**src/rtl/link_request_pkg.sv**
```systemverilog
// Constants and types shared by the link request decoder
`default_nettype none
package link_request_pkg;
	// Framing of the serial request stream
	localparam logic START_BIT = 1'b1;
	localparam logic STOP_BIT = 1'b0;
	localparam int SH_W = 18;
	localparam logic [4:0] CNT_ONE = 5'h01;
	localparam logic [4:0] LEN_HEAD = 5'h05;
	localparam logic [4:0] LEN_BUS = 5'h0b;
	localparam logic [4:0] LEN_BUS_SHORT = 5'h0a;
	localparam logic [4:0] LEN_READ = 5'h0a;
	localparam logic [4:0] LEN_WRITE = 5'h12;
	localparam logic [4:0] LEN_NOTE = 5'h06;
	// Field positions inside the shift register once the header (TYPE_MSB) or the frame is complete
	localparam int TYPE_MSB = 3;
	localparam int BUS_FMT_IDX = 5;
	localparam int BUS_SPD_MSB = 4;
	localparam int BUS_SHORT_SPD_MSB = 3;
	localparam int READ_ADDR_MSB = 4;
	localparam int WRITE_ADDR_MSB = 12;
	localparam int WRITE_DATA_MSB = 8;
	localparam int STOP_IDX = 0;
	// Request type codes
	localparam logic [3:0] TYPE_IMMED = 4'h1;
	localparam logic [3:0] TYPE_NEXT_EVEN = 4'h2;
	localparam logic [3:0] TYPE_NEXT_ODD = 4'h3;
	localparam logic [3:0] TYPE_CURRENT = 4'h4;
	localparam logic [3:0] TYPE_ISO_EVEN = 4'h6;
	localparam logic [3:0] TYPE_ISO_ODD = 4'h7;
	localparam logic [3:0] TYPE_CYC_START = 4'h8;
	localparam logic [3:0] TYPE_REG_READ = 4'ha;
	localparam logic [3:0] TYPE_REG_WRITE = 4'hb;
	localparam logic [3:0] TYPE_NOTE_PH_EVEN = 4'hc;
	localparam logic [3:0] TYPE_NOTE_PH_ODD = 4'hd;
	localparam logic [3:0] TYPE_NOTE_CYC_DUE = 4'he;
	// Queue slot of each bus request type
	localparam int SLOT_COUNT = 7;
	localparam logic [2:0] SLOT_IMMED = 3'h0;
	localparam logic [2:0] SLOT_NEXT_EVEN = 3'h1;
	localparam logic [2:0] SLOT_NEXT_ODD = 3'h2;
	localparam logic [2:0] SLOT_CURRENT = 3'h3;
	localparam logic [2:0] SLOT_ISO_EVEN = 3'h4;
	localparam logic [2:0] SLOT_ISO_ODD = 3'h5;
	localparam logic [2:0] SLOT_CYC_START = 3'h6;
	// Format and speed codes
	localparam logic FMT_BETA = 1'b1;
	localparam logic [3:0] SPD_S100 = 4'h0;
	localparam logic [3:0] SPD_S200 = 4'h2;
	localparam logic [3:0] SPD_S400 = 4'h4;
	localparam logic [3:0] SPD_S800 = 4'h6;
	localparam logic [3:0] SPD_RSV_A = 4'h1;
	localparam logic [3:0] SPD_RSV_B = 4'h3;
	localparam logic [3:0] SPD_RSV_C = 4'h5;
	// Control line codes; the device drives all of them except CTL_STATUS
	localparam logic [1:0] CTL_IDLE = 2'h0;
	localparam logic [1:0] CTL_STATUS = 2'h1;
	localparam logic [1:0] CTL_RECEIVE = 2'h2;
	localparam logic [1:0] CTL_GRANT = 2'h3;
	// Register read reply on the status line
	localparam logic [2:0] REPLY_TYPE_SOL = 3'h2;
	localparam logic [4:0] REPLY_IDLE = 5'h00;
	localparam logic [4:0] REPLY_LAST = 5'h01;
	localparam logic [4:0] REPLY_CNT_LOAD = 5'h10;
	// State machines
	typedef enum logic [1:0] {DEC_IDLE, DEC_HEAD, DEC_BODY} dec_state_type;
	typedef enum logic [1:0] {CS_IDLE, CS_RX, CS_GRANT, CS_LINK} ctl_state_type;
endpackage
`default_nettype wire

```
**src/rtl/sync_stage.sv**
```systemverilog
// Two flip-flop synchroniser for signals entering the ref_clk domain
`default_nettype none
module sync_stage #(
	parameter int WIDTH = 1
) (
	input wire logic clk,
	input wire logic rst_n,
	input wire logic [WIDTH-1:0] d,
	output logic [WIDTH-1:0] q
);
	logic [WIDTH-1:0] meta_r;

	// First stage feeds only the second stage
	always_ff @(posedge clk or negedge rst_n) begin
		if (!rst_n) begin
			meta_r <= '0;
			q <= '0;
		end else begin
			meta_r <= d;
			q <= meta_r;
		end
	end
endmodule
`default_nettype wire

```
**src/rtl/link_request_decoder.sv**
```systemverilog
// Serial link request decoder, request queue, register access and grant
`default_nettype none
module link_request_decoder
	import link_request_pkg::*;
#(
	parameter int REG_COUNT = 16
) (
	input wire logic ref_clk,
	input wire logic resetn,
	input wire logic link_clk,
	input wire logic link_request_line,
	input wire logic [1:0] interface_control_lines_in,
	output logic [1:0] interface_control_lines_out,
	output logic interface_control_lines_oe_n,
	output logic phy_status_line,
	input wire logic rx_packet_active,
	input wire logic arb_won,
	input wire logic [2:0] arb_won_slot,
	input wire logic bus_reset,
	output logic [SLOT_COUNT-1:0] pending_requests,
	output logic grant_active,
	output logic [2:0] grant_slot,
	output logic grant_beta,
	output logic null_packet,
	output logic reg_write_strobe,
	output logic [3:0] reg_write_addr,
	output logic [7:0] reg_write_data,
	output logic read_pending,
	output logic notify_valid,
	output logic [3:0] notify_type,
	output logic interface_error
);
	logic rst_n;
	logic [3:0] sync_q;
	logic lclk_s, req_s, lclk_prev_r, lclk_rise;
	logic [1:0] ctl_in_s;
	dec_state_type dec_state_r;
	ctl_state_type ctl_state_r;
	logic [SH_W-1:0] sh_r, sh_nxt, sh_al;
	logic [4:0] cnt_r, cnt_nxt, frame_len_w;
	logic [3:0] type_r, spd_w, rd_addr_w;
	logic short_r, done_r, short_w, body_end_w, stop_ok_w, fmt_w;
	logic is_bus_w, is_read_w, is_write_w, is_note_w, spd_bad_w;
	logic bus_take_w, read_take_w, write_take_w, note_take_w, err_w;
	logic [2:0] slot_w, gnt_slot_w, win_slot_r;
	logic [SLOT_COUNT-1:0] pend_r, fmt_q_r, bad_q_r;
	logic win_r, take_win_w, imm_grant_w, go_grant_w, seen_r;
	logic [7:0] regs_r [REG_COUNT];
	logic [3:0] rd_addr_r;
	logic [16:0] rsh_r;
	logic [4:0] reply_cnt_r;
	logic rd_pend_r, status_r, wr_stb_r, note_r, err_r;
	logic [3:0] wr_addr_r, note_type_r;
	logic [7:0] wr_data_r;
	logic [1:0] ctl_out_r;
	logic oe_n_r, gnt_act_r, gnt_beta_r, null_r;
	logic [2:0] gnt_slot_r;

	// Reset release and pin synchronisers
	sync_stage #(.WIDTH(1)) u_rst_sync (
		.clk(ref_clk), .rst_n(resetn), .d(1'b1), .q(rst_n)
	);
	sync_stage #(.WIDTH(4)) u_pin_sync (
		.clk(ref_clk), .rst_n(rst_n),
		.d({link_clk, link_request_line, interface_control_lines_in}),
		.q(sync_q)
	);
	assign {lclk_s, req_s, ctl_in_s} = sync_q;
	assign lclk_rise = lclk_s & ~lclk_prev_r;

	// Shift and frame length decode
	assign cnt_nxt = cnt_r + CNT_ONE;
	assign sh_nxt = {sh_r[SH_W-2:0], req_s};
	assign is_bus_w = type_r inside {TYPE_IMMED, TYPE_NEXT_EVEN,
		TYPE_NEXT_ODD, TYPE_CURRENT, TYPE_ISO_EVEN, TYPE_ISO_ODD,
		TYPE_CYC_START};
	assign is_read_w = type_r == TYPE_REG_READ;
	assign is_write_w = type_r == TYPE_REG_WRITE;
	assign is_note_w = type_r inside {TYPE_NOTE_PH_EVEN, TYPE_NOTE_PH_ODD,
		TYPE_NOTE_CYC_DUE};
	assign frame_len_w = is_bus_w ? LEN_BUS : is_read_w ? LEN_READ :
		is_write_w ? LEN_WRITE : LEN_NOTE;
	assign short_w = is_bus_w && cnt_nxt == LEN_BUS_SHORT &&
		sh_nxt[BUS_SHORT_SPD_MSB] == 1'b0;
	assign body_end_w = short_w || cnt_nxt == frame_len_w;

	// Request line deserialiser
	always_ff @(posedge ref_clk or negedge rst_n) begin
		if (!rst_n) begin
			lclk_prev_r <= 1'b0;
			dec_state_r <= DEC_IDLE;
			sh_r <= '0;
			cnt_r <= '0;
			type_r <= '0;
			short_r <= 1'b0;
			done_r <= 1'b0;
		end else begin
			lclk_prev_r <= lclk_s;
			done_r <= 1'b0;
			if (lclk_rise) begin
				unique case (dec_state_r)
					DEC_IDLE: if (req_s == START_BIT) begin
						sh_r <= sh_nxt;
						cnt_r <= CNT_ONE;
						dec_state_r <= DEC_HEAD;
					end
					DEC_HEAD: begin
						sh_r <= sh_nxt;
						cnt_r <= cnt_nxt;
						if (cnt_nxt == LEN_HEAD) begin
							type_r <= sh_nxt[TYPE_MSB -: 4];
							dec_state_r <= DEC_BODY;
						end
					end
					DEC_BODY: begin
						sh_r <= sh_nxt;
						cnt_r <= cnt_nxt;
						if (body_end_w) begin
							done_r <= 1'b1;
							short_r <= short_w;
							dec_state_r <= DEC_IDLE;
						end
					end
				endcase
			end
		end
	end

	// Field extraction of a finished frame
	assign sh_al = short_r ? {sh_r[SH_W-2:0], STOP_BIT} : sh_r;
	assign stop_ok_w = sh_al[STOP_IDX] == STOP_BIT;
	assign fmt_w = sh_al[BUS_FMT_IDX] == FMT_BETA;
	assign spd_w = sh_al[BUS_SPD_MSB -: 4];
	assign spd_bad_w = !(spd_w inside {SPD_S100, SPD_S200, SPD_S400,
		SPD_S800, SPD_RSV_A, SPD_RSV_B, SPD_RSV_C});
	assign rd_addr_w = sh_r[READ_ADDR_MSB -: 4];
	assign slot_w = type_r == TYPE_IMMED ? SLOT_IMMED :
		type_r == TYPE_NEXT_EVEN ? SLOT_NEXT_EVEN :
		type_r == TYPE_NEXT_ODD ? SLOT_NEXT_ODD :
		type_r == TYPE_CURRENT ? SLOT_CURRENT :
		type_r == TYPE_ISO_EVEN ? SLOT_ISO_EVEN :
		type_r == TYPE_ISO_ODD ? SLOT_ISO_ODD : SLOT_CYC_START;
	assign bus_take_w = done_r && stop_ok_w && is_bus_w;
	assign read_take_w = done_r && stop_ok_w && is_read_w && !rd_pend_r;
	assign write_take_w = done_r && stop_ok_w && is_write_w;
	assign note_take_w = done_r && stop_ok_w && is_note_w;
	assign err_w = done_r && (!stop_ok_w ||
		!(is_bus_w || is_read_w || is_write_w || is_note_w));

	// Grant decisions
	assign take_win_w = lclk_rise && ctl_state_r == CS_IDLE &&
		!rx_packet_active && win_r;
	assign imm_grant_w = lclk_rise && ctl_state_r == CS_RX &&
		!rx_packet_active && pend_r[SLOT_IMMED];
	assign go_grant_w = take_win_w || imm_grant_w;
	assign gnt_slot_w = imm_grant_w ? SLOT_IMMED : win_slot_r;

	// Request queue, one entry per type; a new request wins over a clear
	always_ff @(posedge ref_clk or negedge rst_n) begin
		if (!rst_n) begin
			pend_r <= '0;
			fmt_q_r <= '0;
			bad_q_r <= '0;
		end else begin
			for (int i = 0; i < SLOT_COUNT; i++) begin
				if (bus_take_w && slot_w == 3'(i)) begin
					pend_r[i] <= 1'b1;
					fmt_q_r[i] <= fmt_w;
					bad_q_r[i] <= spd_bad_w;
				end else if (bus_reset || (arb_won && arb_won_slot == 3'(i))
					|| (imm_grant_w && SLOT_IMMED == 3'(i))) begin
					pend_r[i] <= 1'b0;
				end
			end
		end
	end

	// Arbitration win latch; a new win beats its own consumption
	always_ff @(posedge ref_clk or negedge rst_n) begin
		if (!rst_n) begin
			win_r <= 1'b0;
			win_slot_r <= '0;
		end else if (arb_won) begin
			win_r <= 1'b1;
			win_slot_r <= arb_won_slot;
		end else if (take_win_w) begin
			win_r <= 1'b0;
		end
	end

	// Control line sequencing on interface clock edges
	always_ff @(posedge ref_clk or negedge rst_n) begin
		if (!rst_n) begin
			ctl_state_r <= CS_IDLE;
			ctl_out_r <= CTL_IDLE;
			oe_n_r <= 1'b0;
			seen_r <= 1'b0;
			gnt_act_r <= 1'b0;
			gnt_slot_r <= '0;
			gnt_beta_r <= 1'b0;
			null_r <= 1'b0;
		end else if (lclk_rise) begin
			if (go_grant_w) begin
				ctl_state_r <= CS_GRANT;
				ctl_out_r <= CTL_GRANT;
				gnt_act_r <= 1'b1;
				gnt_slot_r <= gnt_slot_w;
				gnt_beta_r <= fmt_q_r[gnt_slot_w];
				null_r <= bad_q_r[gnt_slot_w];
			end else begin
				unique case (ctl_state_r)
					CS_IDLE: if (rx_packet_active) begin
						ctl_state_r <= CS_RX;
						ctl_out_r <= CTL_RECEIVE;
					end
					CS_RX: if (!rx_packet_active) begin
						ctl_state_r <= CS_IDLE;
						ctl_out_r <= CTL_IDLE;
					end
					CS_GRANT: begin
						ctl_state_r <= CS_LINK;
						oe_n_r <= 1'b1;
						seen_r <= 1'b0;
					end
					CS_LINK: if (ctl_in_s != CTL_IDLE) begin
						seen_r <= 1'b1;
					end else if (seen_r) begin
						ctl_state_r <= CS_IDLE;
						ctl_out_r <= CTL_IDLE;
						oe_n_r <= 1'b0;
						gnt_act_r <= 1'b0;
						null_r <= 1'b0;
					end
				endcase
			end
		end
	end

	// Register writes, notifications and error pulses
	always_ff @(posedge ref_clk or negedge rst_n) begin
		if (!rst_n) begin
			for (int i = 0; i < REG_COUNT; i++) begin
				regs_r[i] <= '0;
			end
			wr_stb_r <= 1'b0;
			wr_addr_r <= '0;
			wr_data_r <= '0;
			note_r <= 1'b0;
			note_type_r <= '0;
			err_r <= 1'b0;
		end else begin
			wr_stb_r <= write_take_w;
			note_r <= note_take_w;
			err_r <= err_w;
			if (write_take_w) begin
				regs_r[sh_r[WRITE_ADDR_MSB -: 4]] <= sh_r[WRITE_DATA_MSB -: 8];
				wr_addr_r <= sh_r[WRITE_ADDR_MSB -: 4];
				wr_data_r <= sh_r[WRITE_DATA_MSB -: 8];
			end
			if (note_take_w) begin
				note_type_r <= type_r;
			end
		end
	end

	// Solicited register read reply on the status line
	always_ff @(posedge ref_clk or negedge rst_n) begin
		if (!rst_n) begin
			rd_pend_r <= 1'b0;
			rd_addr_r <= '0;
			rsh_r <= '0;
			reply_cnt_r <= REPLY_IDLE;
			status_r <= 1'b0;
		end else begin
			if (read_take_w) begin
				rd_pend_r <= 1'b1;
				rd_addr_r <= rd_addr_w;
			end
			if (lclk_rise) begin
				if (reply_cnt_r != REPLY_IDLE) begin
					status_r <= rsh_r[16];
					rsh_r <= {rsh_r[15:0], STOP_BIT};
					reply_cnt_r <= reply_cnt_r - CNT_ONE;
					if (reply_cnt_r == REPLY_LAST) begin
						rd_pend_r <= 1'b0;
					end
				end else if (rd_pend_r) begin
					status_r <= START_BIT;
					rsh_r <= {REPLY_TYPE_SOL, rd_addr_r, regs_r[rd_addr_r],
						STOP_BIT, 1'b0};
					reply_cnt_r <= REPLY_CNT_LOAD;
				end
			end
		end
	end

	// Outputs straight from flip-flops
	assign interface_control_lines_out = ctl_out_r;
	assign interface_control_lines_oe_n = oe_n_r;
	assign phy_status_line = status_r;
	assign pending_requests = pend_r;
	assign grant_active = gnt_act_r;
	assign grant_slot = gnt_slot_r;
	assign grant_beta = gnt_beta_r;
	assign null_packet = null_r;
	assign reg_write_strobe = wr_stb_r;
	assign reg_write_addr = wr_addr_r;
	assign reg_write_data = wr_data_r;
	assign read_pending = rd_pend_r;
	assign notify_valid = note_r;
	assign notify_type = note_type_r;
	assign interface_error = err_r;
endmodule
`default_nettype wire

```
**config.mk**
```make
export PLATFORM = sky130hd
export DESIGN_NAME = link_request_decoder
export DESIGN_NICKNAME = d
export VERILOG_FILES = /design/src/rtl/link_request_pkg.sv /design/src/rtl/sync_stage.sv /design/src/rtl/link_request_decoder.sv
export SDC_FILE = /design/constraint.sdc
export NUM_CORES = 1
export LEC_CHECK = 0
export BUFFER_PORTS_ARGS = -buffer_cell sky130_fd_sc_hd__buf_2
export CORE_AREA = 2 2 144 146
export CTS_CLUSTER_DIAMETER = 60
export CTS_CLUSTER_SIZE = 25
export DETAILED_ROUTE_END_ITERATION = 10
export DIE_AREA = 0 0 146 148
export PLACE_DENSITY_LB_ADDON = 0.1
export SYNTH_ARGS = -nofsm -noshare
export SYNTH_HDL_FRONTEND = slang
export SYNTH_HIERARCHICAL = 1
export SYNTH_SLANG_ARGS = --single-unit
```
**constraint.sdc**
```tcl
create_clock -name ref_clk -period 7 [get_ports ref_clk]
set_clock_uncertainty 0.15 [all_clocks]
set_input_delay 1.4 -clock ref_clk [delete_from_list [all_inputs] [get_ports ref_clk]]
set_output_delay 1.4 -clock ref_clk [all_outputs]
set_load 0.05 [all_outputs]
```
Yosys cells after proc, flatten, opt, wreduce, memory -nomap -nowiden:

Cells that the tools add are included.

* register bits: 249
* bits of input ports: 12

* $lt $le $gt $ge: 4
* mux-type cells: 75
* equality and inequality tests: 50
* reduce and logical (&&, ||, !) cells: 83
* bitwise operators: 7
* $add $sub $neg: 2

Operators by type and width (count)
* $bwmux W128: 1
* $mux W17: 2
* $mux W1: 33
* $bmux W8 S4: 1
* $demux W8 S4: 1
* $logic_and A1 B1 Y1: 30
* $mux W5: 6
* $pmux W13 S2: 1
* $reduce_bool A2 Y1: 13
* $eq A4 B3 Y1 const B: 6
* $eq A4 B4 Y1 const B: 6
* $mux W2: 12
* $mux W8: 3
* $eq A3 B3 Y1 const B: 6
* $eq A4 B2 Y1 const B: 4
* $mux W3: 5
* $logic_or A1 B1 Y1: 14
* $reduce_bool A7 Y1: 2
* $mux W13: 1
* $eq A3 B2 Y1 const B: 4
* $ne A2 B2 Y1 const B: 6
* $ne A3 B3 Y1 const B: 4
* $pmux W2 S3: 2
* $reduce_and A4 Y1: 3
* other kinds (34): 55

Longest topological paths before layout:

Gate-level depths: netlist (run 1).

* word-level depth: 10
* mapped depth: 10
* gate-level depth less buffers: 8

Modules after synthesis:

The synthesis (run 1) kept the hierarchy.

Modules (own cells, without submodules)
* link_request_decoder: cells an instance 865, area an instance 10870.4 um^2, seq. area each 5930.7 um^2, instances 1
* sync_stage (u_pin_sync): cells an instance 8, area an instance 200.2 um^2, seq. area each 200.2 um^2, instances 1
* sync_stage (u_rst_sync): cells an instance 2, area an instance 50.0 um^2, seq. area each 50.0 um^2, instances 1

Least setup slack after synthesis (run 1):

Ideal clock, no wire load.

* kind: input to register
* start point: input rx_packet_active
* end point: register gnt_beta_r (netlist: grant_beta)
* stages on the path: 7
* arrival time: 2.590 ns
* required time: 6.719 ns
* setup slack: 4.129 ns
* cell sequence: nor2_1 > nand4_1 > nand2_1 > mux2i_1 > nand3_1 > a311oi_1 > a21oi_1

* longest elaborated chain between the ends: 6
* elaborated cells between the ends (all ways): 10
* classes of those cells: mux (3); reduce/logical (7)

Ends and longest elaborated chain
* from (decl): RTL line link_request_decoder.sv:16 `input wire logic rx_packet_active,`
* $logic_not A1 Y1 (*)
* $logic_and A1 B1 Y1: RTL line link_request_decoder.sv:153 `assign imm_grant_w = lclk_rise && ctl_state_r == CS_RX &&`
* $logic_and A1 B1 Y1: RTL line link_request_decoder.sv:154 `!rx_packet_active && pend_r[SLOT_IMMED];`
* $mux W3: RTL line link_request_decoder.sv:156 `assign gnt_slot_w = imm_grant_w ? SLOT_IMMED : win_slot_r;`
* $bmux W1 S3: RTL line link_request_decoder.sv:208 `gnt_beta_r <= fmt_q_r[gnt_slot_w];`
* $mux W1 (not written as such): RTL line link_request_decoder.sv:208
* to (signal assigned): RTL line link_request_decoder.sv:208
* to (decl): RTL line link_request_decoder.sv:56 `logic oe_n_r, gnt_act_r, gnt_beta_r, null_r;`

Every way passes the cells marked *; elsewhere a longest branch is shown, timed or not. The select of a mux whose other input is x is not followed.
A chain may end at the register's enable or synchronous reset.

Worst setup path after layout (run 1):

* start point: register type_r[0]
* end point: register regs_r[94] (netlist name)

* longest elaborated chain between the ends: 2

Ends and longest elaborated chain
* from (decl): RTL line link_request_decoder.sv:41 `logic [3:0] type_r, spd_w, rd_addr_w;`
* from (signal assigned): RTL line link_request_decoder.sv:111 `type_r <= sh_nxt[TYPE_MSB -: 4];`
* $eq A4 B4 Y1: RTL line link_request_decoder.sv:78 `assign is_write_w = type_r == TYPE_REG_WRITE;`
* $logic_and A1 B1 Y1: RTL line link_request_decoder.sv:145 `assign write_take_w = done_r && stop_ok_w && is_write_w;`
* to (signal, indexed assignment): RTL line link_request_decoder.sv:256 `regs_r[sh_r[WRITE_ADDR_MSB -: 4]] <= sh_r[WRITE_DATA_MSB -: 8];`
* to (decl): RTL line link_request_decoder.sv:48 `logic [7:0] regs_r [REG_COUNT];`

No other way between the ends.

==> reports/results.env, run 1 <==
STATUS='complete, no violations'
DRIVE_GT1_SHARE_PCT=32.9
POST_SYNTH_XOR_XNOR_AREA_PCT=0.630
CTS_RESIZED=0
CLOCK_TREE.BUFFER_DEPTH=3
DESIGN.FINAL.NETS=918
FINALSETUPVIOLATIONS=0
PATH_MAX_FANOUT=15
TOTALPOWERFINAL_mW=3.59
AREAGROWTHSYNTHTOFINISH_PCT=9.87
CHIPHEIGHT_UM=148
CLKSINKCOUNT=247
TIMING.FMAX_GHz=0.331
YS_FF_LATCH=247
SYN_AREA_PER_CELL_UM2=12.7
NUMBER_OF_NETS_IN_THE_SYNTHESIZED_NETLIST=895
SEQUENTIAL_AREA_UM2=6190
DIE_WIDTH_UM=146
SYN-CELL-AREA_UM2=11100
HOLDBUFCOUNTCTS=0
FIRST_PASS_GRT_WIRE_LENGTH_MM=38.6
CLK_LATENCY_NS=0.52
MIN_PATH_TYPE='reg -> async'
NUMBER_OF_PLACEMENT_ROWS=52
DIE_AREA_UM2=21600
START_UTIL_PCT=55.5
WORST_PIN_SLEW_NS=1.09
SYNTH-COMPOUND-AREA-SHARE_PCT=4.94
WORST_R2R_STARTPOINT='type_r[0]'
INITIALDRTVIOLATIONCOUNT=384
SYNTH_TOP_FAMILY_BY_AREA='multiplexers'
FIRST_GLOBAL_VIAS=7128
POST-CTS-SETUP-BUFFER-COUNT=0
SYNTHFLOPTYPE='dfrtp_1'
WORST_SETUP_PATH_START_KIND='flip-flop'
CRITICAL_PATH.REG2REG.ENDPOINT='regs_r[94]'
MAXIMUM_NUMBER_OF_PINS_ON_ONE_NET_BEFORE_GLOBAL_ROUTE_REPAIR=88
TIMING.CRITICAL_PATH.REQUIRED_NS=7.26
ANTENNA_FOUND_INITIAL=0
NUMCTSBUFFERS=20
VDD_DROP_MAX_uV=187
PLACE_AREA_UM2=11500
DRV_SLEW=0
WORSTSETUPENDPOINT='regs_r[94]'
LAYOUT.FILLER_CELLS=1608
POST_SYNTH_AND_OR_NAND_NOR_AREA_FRACTION_PCT=10.4
NUM_ANTENNA_CELLS=0
NUMBER_OF_STANDARD_CELLS_AFTER_SYNTHESIS=875
TOTALNEGATIVESETUPSLACK_NS=0
REG2REGPATHDEPTH=7
DETAIL_ROUTE.WL_PER_CELL_UM=19.7
YOSYS_CELL_TYPES=57
SYNTH.MUX.AREA_FRACTION_PCT=24.7
SEQ_TOTAL_AREA_YOSYS_PCT=55.6
FINALWEIGHTEDCONGESTION=0.822
ARRIVAL_NS=3.28
MULTI_INPUT_AREA_UM2=4640
WORSTSETUPPATHTYPE='reg -> reg'
YOSYS.AREA_SHARE.ADDER_PCT=0.900
IOPINCOUNT=49
TIMING.CRITICAL_PATH.FROM='type_r[0]'
DETAIL_ROUTE.WIRELENGTH_MM=23.3
GRT-OVFL-TOTAL=0
GR_UTIL_ALL_LAYERS_PCT=22.4
TIMING.CRITICAL_PATH.TO_TYPE='flip-flop'
CAP_VIOLATIONS=0
YOSYSWARNINGS=6
DRC=0
SYNTH-ASYNC-RESET-RATIO_PCT=100
NUMPORTBUFFERS=48
PERIOD_MINUS_SLACK_NS=3.02
DR_TOTAL_VIAS=6820
CTS_ROOT_BUFFER='clkbuf_16'
DRT-VIAS-PER-INSTANCE=5.77
RSZ0062_AT_GRT='no'
FIN_AREA_UM2=12200
WORST_MAX_SLEW_MARGIN_EXPRESSED_RELATIVE_TO_THE_LIMIT_PCT=27.2
HPWL_AFTER_DETAILED_PLACEMENT_MM=15.3
ROUTE.ANTENNA.REMAINING_NETS=0
POWER.LEAKAGE_nW=5.89
HOLD_VIOL_FINAL=0
CORE_UM2=20000
TRITONCTS_CLOCK_TREE='done'
DR.PASS1.ITERS=5
POST-ROUTE-PERIOD-UTIL_PCT=43.2
POWER_PER_CELL_AREA_nW_PER_UM2=294
WORST_SETUP_HOLD_PATH_CLK_SLEW_NS=0.08
RRSETUPSLACK_NS=3.98
NUMBER_OF_ENABLE_TYPE_REGISTER_CELLS_IN_THE_SYNTHESIZED_NETLIST=0
NUMBER_OF_LEVELS_THE_H_TREE_WAS_SPLIT_INTO=1
worst max-delay path, cell delays in order (launching register included):
cell and delay, ns:
dfrtp_1 0.62, and4b_1 0.41, nand2_2 0.24, clkinv_2 0.24, nand2_1 0.09, or2_1 0.35
nor3_4 0.41, mux2_2 0.38
cell usage after synthesis, types with 5 or more instances:
| cell type | number | area, um^2 |
|---|---|---|
| nor2_1 | 18 | 67.6 |
| mux2i_1 | 19 | 190 |
| nand2_1 | 144 | 541 |
| o211ai_1 | 6 | 45.0 |
| inv_1 | 19 | 71.3 |
| nor2b_1 | 5 | 31.3 |
| o21ai_0 | 38 | 190 |
| nor2_4 | 6 | 67.6 |
| clkbuf_1 | 35 | 131 |
| mux2_2 | 146 | 1640 |
| a31oi_1 | 7 | 43.8 |
| a21oi_1 | 17 | 85.1 |
| dfrtp_1 | 247 | 6180 |
| mux4_2 | 40 | 901 |
| ha_1 | 8 | 100 |
| nor2_2 | 6 | 37.5 |
| buf_2 | 11 | 55.1 |
| nand3_1 | 14 | 70.1 |
| nand2b_1 | 15 | 93.8 |
layout by cell type (no fill, tap or decap), drive strengths merged, types with 15 or more instances in the layout:
| cell type | count |
|---|---|
| nand2b | 15 |
| mux2i | 19 |
| mux4 | 40 |
| inv | 25 |
| o21ai | 40 |
| buf | 55 |
| mux2 | 147 |
| clkbuf | 20 |
| a21oi | 17 |
| dfrtp | 247 |
| nor2 | 30 |
| nand2 | 145 |
through the flow:
stage / util (%) / worst slack (ns) / cells / hold slack [ns]
2_1_floorplan: - / 2.80 / 875 / 0.181
3_3_place_gp: 57.5 / 3.84 / 1146 / 0.120
3_5_place_dp: 57.5 / 3.71 / 1146 / 0.138
4_1_cts: 61.0 / 4.00 / 1182 / 0.137
5_1_grt: 61.0 / 3.75 / 1182 / 0.163
6_report: 61.0 / 3.98 / 1182 / 0.121
state kept, by name, summed over array words and instances, names as in the netlist, 2 cells and up:
name	count
regs_r	128
rsh_r	15
sh_r	13
reg_write_data	8
bad_q_r	7
fmt_q_r	7
pending_requests	7
cnt_r	5
reply_cnt_r	5
notify_type	4
rd_addr_r	4
reg_write_addr	4
type_r	4
u_pin_sync/meta_r	4
u_pin_sync/q	4
grant_slot	3
win_slot_r	3
ctl_state_r	2
dec_state_r	2
interface_control_lines_out	2
report_power, final:
part	internal (mW)	switching [mW]
combinational	0.213	0.389
sequential	1.53	0.275
clock	0.622	0.566
per-layer routing:
metal	track usage [%]	routed length (um)	part of all wire (%)
met5	0	0	0
met4	6.50	660	2.8
met3	2.78	837	3.6
met2	39.1	11700	50
met1	30.0	10100	43
logic make-up (layout without fill, tap and decap cells):
| kind of cell | Yosys count | in the layout |
|---|---|---|
| AOI/OAI and AO/OA | 91 | 91 |
| xor gates and xnor gates | 8 | 8 |
| adders and majority gates | 8 | 8 |
| buffers and inverters | 74 | 111 |
| DFF | 247 | 247 |
| muxes | 206 | 206 |
| other | 1 | 1 |
| and+or+nand+nor | 240 | 240 |
cell type report:
class,instances,share of cell area [%]
Clock buffer,20,4.10
Clock inverter,16,1.53
Inverter,20,0.625
Multi-Input combinational cell,554,38.0
Sequential cell,247,50.6
Tap cell,270,2.76
Timing Repair Buffer,55,2.40
worst min path at each step:
stage / to / slack [ns] / depth (start not counted) / from
floorplan: u_rst_sync/q / 0.18 / 0 / u_rst_sync/meta_r
global placement: u_pin_sync/meta_r[2] / 0.12 / 0 / u_rst_sync/q
detailed placement: sh_r[3] / 0.14 / 0 / u_rst_sync/q
CTS: regs_r[64] / 0.14 / 0 / u_rst_sync/q
global route: sh_r[9] / 0.16 / 0 / u_rst_sync/q
finish: sh_r[6] / 0.12 / 0 / u_rst_sync/q
Note: power is estimated with default switching activity, not from simulation.
==> run 2, diff against run 1 <==
==> constraint.sdc (replaced) <==
create_clock -name ref_clk -period 2.7 [get_ports ref_clk]
set_clock_uncertainty 0.15 [all_clocks]
set_input_delay 0.54 -clock ref_clk [delete_from_list [all_inputs] [get_ports ref_clk]]
set_output_delay 0.54 -clock ref_clk [all_outputs]
set_load 0.05 [all_outputs]
==> run 2 against run 1 <==
Net effect:
- first-iteration DRC count fell by 26%
- utilization grew 1.0 points
- critical path type unchanged
- highest routed layer unchanged
- largest power group unchanged
- critical endpoint is now dec_state_r[1]
- setup slack worse by 3.8 ns
==> reports/results.env, run 2 (synthesis results as in run 1) <==
POST-ROUTE-PERIOD-UTIL_PCT=91.9  # +49 points
WORST_R2R_STARTPOINT='cnt_r[0]'
WORST_MAX_SLEW_MARGIN_EXPRESSED_RELATIVE_TO_THE_LIMIT_PCT=43.5  # +16 points
PLACEDCELLCOUNT=1170  # +2.1%
MOSTFREQUENTLAYOUTCELL='dfrtp_1'
TIMING.CRITICAL_PATH.REQUIRED_NS=2.95  # -4.31 ns
DRT-VIAS-PER-INSTANCE=5.67  # -1.8%
DR.PASS1.ITERS=4  # -1
CTS_ROOT_BUFFER='clkbuf_16'
IOPINCOUNT=49  # unchanged
RELATIVE_CONTRIBUTION_OF_THE_CLOCK_NETWORK_TO_TOTAL_POWER_PCT=30.9  # -2.2 points
PERIOD_MINUS_SLACK_NS=2.48  # -0.539 ns
SEQUENTIAL_AREA_UM2=6190  # about the same
DETAIL_ROUTE.WIRELENGTH_MM=23.0  # -1.1%
ROUTE.ANTENNA.REMAINING_NETS=0  # unchanged
TRITONCTS_CLOCK_TREE='done'
TIMING.FMAX_GHz=0.403  # +22%
NUMPORTBUFFERS=48  # unchanged
AREAGROWTHSYNTHTOFINISH_PCT=11.7
PLACE_AREA_UM2=11800  # +2.0%
DRC=0  # unchanged
CLOCK_TREE.BUFFER_DEPTH=3  # unchanged
PATH_MAX_FANOUT=9  # -6
PRE_CTS_SLACK_NS=0.238  # -3.48 ns
FINALSETUPVIOLATIONS=0  # unchanged
REGISTERS.TOP_BY_FF_COUNT='regs_r'
NUMBER_OF_PLACEMENT_ROWS=52  # unchanged
ARRIVAL_NS=2.73  # -0.55 ns
FINAL-INSTANCE-COUNT-EXCL-FILL=1207  # +2.1%
POWER.LEAKAGE_nW=6.02  # +2.1%
TOTALNEGATIVESETUPSLACK_NS=0  # unchanged
CP_CELL_SEQUENCE='ha_1 > nand3_1 > o31a_1 > inv_1 > or4_1 > a2bb2oi_2 > o21ai_1 > a32o_1'
DETAIL_ROUTE.WL_PER_CELL_UM=19.1  # -3.2%
CTS_RESIZED=0  # unchanged
POWER_PER_CELL_AREA_nW_PER_UM2=740  # +150%
RSZ0062_AT_GRT='no'
STATUS='complete, no violations'
FIRST_PASS_GRT_WIRE_LENGTH_MM=38.8  # +0.57%
LARGEST_REG_FLOPS=128  # unchanged
NUM_ANTENNA_CELLS=0  # unchanged
CAP_VIOLATIONS=0  # unchanged
CLKSINKCOUNT=247  # unchanged
CHIPHEIGHT_UM=148  # unchanged
LAYOUT.FILLER_CELLS=1600  # -0.50%
TOP_LIBRARY_CELLS_BY_USAGE_IN_THE_LAYOUT_FILL_AND_TAPS_ASIDE='dfrtp_1 (245), mux2_2 (146), nand2_1 (144)'
DESIGN.FINAL.NETS=945  # +2.9%
ANTENNA_FOUND_INITIAL=0  # unchanged
CLK_LATENCY_NS=0.51  # about the same
HPWL_AFTER_DETAILED_PLACEMENT_MM=15.8  # +3.6%
CRITICAL_PATH.REG2REG.ENDPOINT='dec_state_r[1]'
PWR-SHARE-SEQ_PCT=49.1  # -1.1 points
TOTALPOWERFINAL_mW=9.19  # +160%
SETUP_SLACK_NS=0.218  # -3.76 ns
DIE_WIDTH_UM=146  # unchanged
WORST_PATH_LARGEST_CELL_DELAY_NS=0.50  # -0.12 ns
POWER.NET_SWITCHING_mW=3.14  # +160%
WORST_PIN_SLEW_NS=0.847  # -0.244 ns
DRV_SLEW=0  # unchanged
GR_UTIL_ALL_LAYERS_PCT=22.3  # -0.087 points
CELL_INTERNAL_PWR_mW=6.05  # +160%
DR_TOTAL_VIAS=6840  # +0.29%
START_UTIL_PCT=55.5  # unchanged
WORST_SETUP_PATH_START_KIND='flip-flop'
INITIALDRTVIOLATIONCOUNT=284  # -26%
FIN_AREA_UM2=12400  # +1.7%
GRT-OVFL-TOTAL=0  # unchanged
MAXIMUM_NUMBER_OF_PINS_ON_ONE_NET_BEFORE_GLOBAL_ROUTE_REPAIR=95  # +8.0%
CRITPATHSLOWESTCELL='or4_1'
HOLD_VIOL_FINAL=0  # unchanged
POWER_SWITCHING_SHARE_PCT=34.2  # -0.045 points
REG2REGPATHDEPTH=8  # +1
DRIVE_GT1_SHARE_PCT=34.0  # +1.2 points
MULTI_INPUT_AREA_UM2=4640  # unchanged
FINALWEIGHTEDCONGESTION=0.830  # +0.91%
COMB_POWER_SHARE_PCT=20.0  # +3.3 points
VDD_DROP_MAX_uV=631  # +240%
WORST_SETUP_HOLD_PATH_CLK_SLEW_NS=0.08  # about the same
TIMING.CRITICAL_PATH.TO_TYPE='flip-flop'
MIN_PATH_TYPE='reg -> async'
WORSTSETUPPATHTYPE='reg -> reg'
RRSETUPSLACK_NS=0.22  # -3.76 ns
CORE_UM2=20000  # unchanged
NUMCTSBUFFERS=18  # -10%
FIRST_GLOBAL_VIAS=7355  # +3.2%
DIE_AREA_UM2=21600  # unchanged
NUMBER_OF_LEVELS_THE_H_TREE_WAS_SPLIT_INTO=1  # unchanged
LAYOUT_TOP_REGISTERS='regs_r (128), rsh_r (15), sh_r (13)'
[run 2: cell types whose count changed in the layout (fill, tap and decap cells not counted), sizes merged]
cell         previous run  this run
inv                    25        27
clkinv                  7         2
buf                    55        79
dlygate4sd3             0         5
bufinv                  2         1
[run 2: critical path, delay by kind of cell, from the launching register on]
family                   cells  cell delay, ns
flip-flops                   1            0.45
adder cells (fa/ha/maj)      1            0.33
AND/OR/NAND/NOR              2            0.66
AO/OA/AOI/OAI                4            0.74
buffers and inverters        1            0.04
[run 2: cell type report]
class                   instances  share of cell area [%]
flip-flops and latches        247                    49.8
inverters                      20                   0.614
repair buffers                 84                    4.61
clock buffers                  20                    3.94
well taps                     270                    2.72
multi-input cells             554                    37.3
clock inverters                12                   0.997
[run 2: per-stage QoR]
stage	hold WS (ns)	util, %
2_1_floorplan	0.0944	-
3_3_place_gp	0.122	58.7
3_5_place_dp	0.128	58.7
4_1_cts	0.134	62.0
5_1_grt	0.151	62.0
6_report	0.115	62.0
[run 2: worst max-delay path by stage]
stage            startpoint        endpoint  slack (ns)  depth (start not counted)
3_3_place_gp      type_r[1]  dec_state_r[1]        0.32                          7
4_1_cts            cnt_r[0]  dec_state_r[1]        0.23                          8
2_1_floorplan  u_rst_sync/q      bad_q_r[0]        0.07                          0
5_1_grt           type_r[0]  dec_state_r[1]        0.08                          8
3_5_place_dp       cnt_r[0]  dec_state_r[1]        0.24                          8
6_report           cnt_r[0]  dec_state_r[1]        0.22                          8
[run 2: timing repair]
item / CTS / global route
hold buffers: 5 / 0
setup buffers: 0 / 0
endpoints found under the hold margin: 6 / 0
[run 2: metal layers]
metal	share of wire, %	up-vias	track usage [%]	wire length, um
met1	44	3508	29.9	10100
met4	2.0	0	5.24	459
met2	50	125	39.4	11500
met5	0	-	0	0
li1	-	3179	-	-
met3	4.1	28	2.93	943
[run 2: power groups by stage]
stage	clock network, mW	registers, mW	logic [mW]
floorplan	0	4.48	1.32
global placement	0	4.53	1.77
detailed placement	0	4.57	1.83
CTS	2.92	4.50	1.84
global route	3.08	4.57	2.05
finish	2.84	4.51	1.84
==> run 3, diff against run 2 <==
--- a/config.mk
+++ b/config.mk
@@ -6,11 +6,11 @@
 export NUM_CORES = 1
 export LEC_CHECK = 0
 export BUFFER_PORTS_ARGS = -buffer_cell sky130_fd_sc_hd__buf_2
-export CORE_AREA = 2 2 144 146
+export CORE_AREA = 2 2 139 141
 export CTS_CLUSTER_DIAMETER = 60
 export CTS_CLUSTER_SIZE = 25
 export DETAILED_ROUTE_END_ITERATION = 10
-export DIE_AREA = 0 0 146 148
+export DIE_AREA = 0 0 141 143
 export PLACE_DENSITY_LB_ADDON = 0.1
 export SYNTH_ARGS = -nofsm -noshare
 export SYNTH_HDL_FRONTEND = slang
==> constraint.sdc (replaced) <==
create_clock -name ref_clk -period 2.5 [get_ports ref_clk]
set_clock_uncertainty 0.15 [all_clocks]
set_input_delay 0.5 -clock ref_clk [delete_from_list [all_inputs] [get_ports ref_clk]]
set_output_delay 0.5 -clock ref_clk [all_outputs]
set_load 0.05 [all_outputs]
==> run 3 against run 2 <==
Net effect:
- power up 10%
- sequential share of layout area shrank 0.36 points
- global-route usage increased by 2.8 points
- count of clock-buffer cells in the layout is the same
- critical path type unchanged
- largest power group unchanged
==> reports/results.env, run 3 (synthesis results as in run 1) <==
FINALSETUPVIOLATIONS=0  # unchanged
WORSTSETUPPATHTYPE='reg -> reg'
VDD_DROP_MAX_uV=707  # +12%
CHIPHEIGHT_UM=143  # -3.4%
GR_UTIL_ALL_LAYERS_PCT=25.1  # +2.8 points
TIMING.FMAX_GHz=0.412  # +2.3%
DRC=0  # unchanged
HOLD_VIOL_FINAL=0  # unchanged
NUMBER_OF_LEVELS_THE_H_TREE_WAS_SPLIT_INTO=1  # unchanged
POWER_PER_CELL_AREA_nW_PER_UM2=809  # +9.3%
TRITONCTS_CLOCK_TREE='done'
CP_NUM_BUF_INV=2  # +1
DIE_AREA_UM2=20200  # -6.7%
PERIOD_MINUS_SLACK_NS=2.43  # -0.0560 ns
CORE_UM2=18600  # -7.3%
FINALWEIGHTEDCONGESTION=0.800  # -3.5%
PATH_MAX_FANOUT=5  # -4
NUMPORTBUFFERS=48  # unchanged
HPWL_AFTER_DETAILED_PLACEMENT_MM=16.3  # +3.0%
CRITICAL_PATH.REG2REG.ENDPOINT='dec_state_r[1]'
TIMING.CRITICAL_PATH.MAX_DELAY_FAMILY='compound AO/OA/AOI/OAI gates'
TOP_LIBRARY_CELLS_BY_USAGE_IN_THE_LAYOUT_FILL_AND_TAPS_ASIDE='dfrtp_1 (244), mux2_2 (146), nand2_1 (144)'
DIE_WIDTH_UM=141  # -3.4%
DR_TOTAL_VIAS=7060  # +3.2%
CTS_ROOT_BUFFER='clkbuf_16'
POWER.LEAKAGE_nW=6.09  # +1.2%
DETAIL_ROUTE.WIRELENGTH_MM=24.1  # +4.6%
ROUTE.ANTENNA.REMAINING_NETS=0  # unchanged
LARGEST_REG_FLOPS=128  # unchanged
CAP_VIOLATIONS=0  # unchanged
INITIALDRTVIOLATIONCOUNT=418  # +47%
ANTENNA_FOUND_INITIAL=0  # unchanged
FIRST_GLOBAL_VIAS=7373  # +0.24%
WORST_SETUP_HOLD_PATH_CLK_SLEW_NS=0.09  # about the same
LAYOUT_TOP_REGISTERS='regs_r (128), rsh_r (15), sh_r (13)'
POST-ROUTE-PERIOD-UTIL_PCT=97.0  # +5.1 points
MAXIMUM_NUMBER_OF_PINS_ON_ONE_NET_BEFORE_GLOBAL_ROUTE_REPAIR=73  # -23%
WORST_PATH_LARGEST_CELL_DELAY_NS=0.59  # +0.09 ns
CLKSINKCOUNT=247  # unchanged
MIN_PATH_TYPE='in -> reg'
DESIGN.FINAL.NETS=953  # +0.85%
PLACE_AREA_UM2=11800  # +0.45%
CRITPATHSLOWESTCELL='or4_4'
MOSTFREQUENTLAYOUTCELL='dfrtp_1'
TIMING.CRITICAL_PATH.FROM='type_r[2]'
CLK_LATENCY_NS=0.51  # about the same
CLOCK_TREE.BUFFER_DEPTH=3  # unchanged
WORST_MAX_SLEW_MARGIN_EXPRESSED_RELATIVE_TO_THE_LIMIT_PCT=40.6  # -3.0 points
IOPINCOUNT=49  # unchanged
FIRST_PASS_GRT_WIRE_LENGTH_MM=39.6  # +2.1%
FIN_AREA_UM2=12500  # +0.75%
TOTALNEGATIVESETUPSLACK_NS=0  # unchanged
WORST_R2R_STARTPOINT='type_r[2]'
RRSETUPSLACK_NS=0.07  # -0.14 ns
CP_CELL_SEQUENCE='buf_4 > inv_1 > a21oi_1 > o221ai_1 > or4_4 > a2bb2oi_4 > o21ai_1 > a32o_1'
DRV_SLEW=0  # unchanged
ARRIVAL_NS=2.67  # -0.06 ns
DRT-VIAS-PER-INSTANCE=5.99  # +5.7%
START_UTIL_PCT=59.9  # +4.4 points
POST-CTS-SETUP-BUFFER-COUNT=0  # unchanged
AREAGROWTHSYNTHTOFINISH_PCT=12.5
WORST_PIN_SLEW_NS=0.892  # +0.0447 ns
NUMCTSBUFFERS=18  # unchanged
WORST_SETUP_PATH_START_KIND='flip-flop'
TIMING.CRITICAL_PATH.REQUIRED_NS=2.74  # -0.21 ns
DETAIL_ROUTE.WL_PER_CELL_UM=20.4  # +7.1%
REGISTERS.TOP_BY_FF_COUNT='regs_r'
PATH_DEPTH=8  # unchanged
STATUS='complete, no violations'
NUMBER_OF_PLACEMENT_ROWS=50  # -3.8%
GRT-OVFL-TOTAL=0  # unchanged
TIMING.CRITICAL_PATH.TO_TYPE='flip-flop'
DRIVE_GT1_SHARE_PCT=34.9  # +0.88 points
NUM_ANTENNA_CELLS=0  # unchanged
WORSTSETUPENDPOINT='dec_state_r[1]'
REG2REGPATHDEPTH=8  # unchanged
DR.PASS1.ITERS=5  # +1
==> run 3: metrics by stage <==
step	utilization (%)	power (mW)	hold slack, ns	instances	setup WS, ns
after floorplan	-	6.26	0.0544	875	-0.135
after global placement	63.6	6.87	0.134	1142	0.193
after detailed placement	63.6	6.98	0.136	1142	0.0470
after CTS	67.2	10.1	0.102	1179	0.0354
after global routing	67.4	10.6	0.110	1179	-0.0403
final	67.4	10.1	0.108	1179	0.0742
==> run 3: layout make-up <==
class,count,area (um^2)
repair buffers,92,671
well taps,234,293
inverters,20,76.3
clock inverters,12,149
clock buffers,20,479
multi-input cells,554,4660
fillers,1369,6060
flip-flops and latches,247,6190
==> run 3: report_power, final <==
part | internal [mW] | total [mW] | switching [mW]
Combinational | 0.771 | 2.21 | 1.43
Sequential | 4.29 | 4.80 | 0.515
Clock | 1.58 | 3.11 | 1.54
Total | 6.64 | 10.1 | 3.48
==> run 3: worst min-delay path by stage <==
stage,depth (start not counted),start,end
2_1_floorplan,0,resetn,u_rst_sync/meta_r
3_3_place_gp,1,resetn,u_rst_sync/meta_r
3_5_place_dp,1,resetn,u_rst_sync/meta_r
4_1_cts,2,arb_won,win_slot_r[2]
5_1_grt,2,arb_won,win_slot_r[2]
6_report,2,arb_won,win_slot_r[2]
==> run 3: routing by layer <==
metal	part of all wire [%]	up-vias	global-route usage, %	routed length (um)
li1	-	3208	-	-
met2	50	164	43.5	12000
met5	0	-	0	0
met3	4.4	46	3.42	1060
met4	3.4	0	8.95	819
met1	42	3642	32.9	10100
==> run 3: worst reg2reg max path, cell delays in order (launching register included) <==
cell and delay (ns):
dfrtp_1 0.43, buf_4 0.16, inv_1 0.07, a21oi_1 0.15, o221ai_1 0.22, or4_4 0.59
a2bb2oi_4 0.19, o21ai_1 0.13, a32o_1 0.23
==> run 3: repair_timing <==
action                     4_1_cts  5_1_grt
hold buffers                     5        0
setup endpoints to repair        0        3
resized for setup                0        5
hold endpoints to repair         6        0
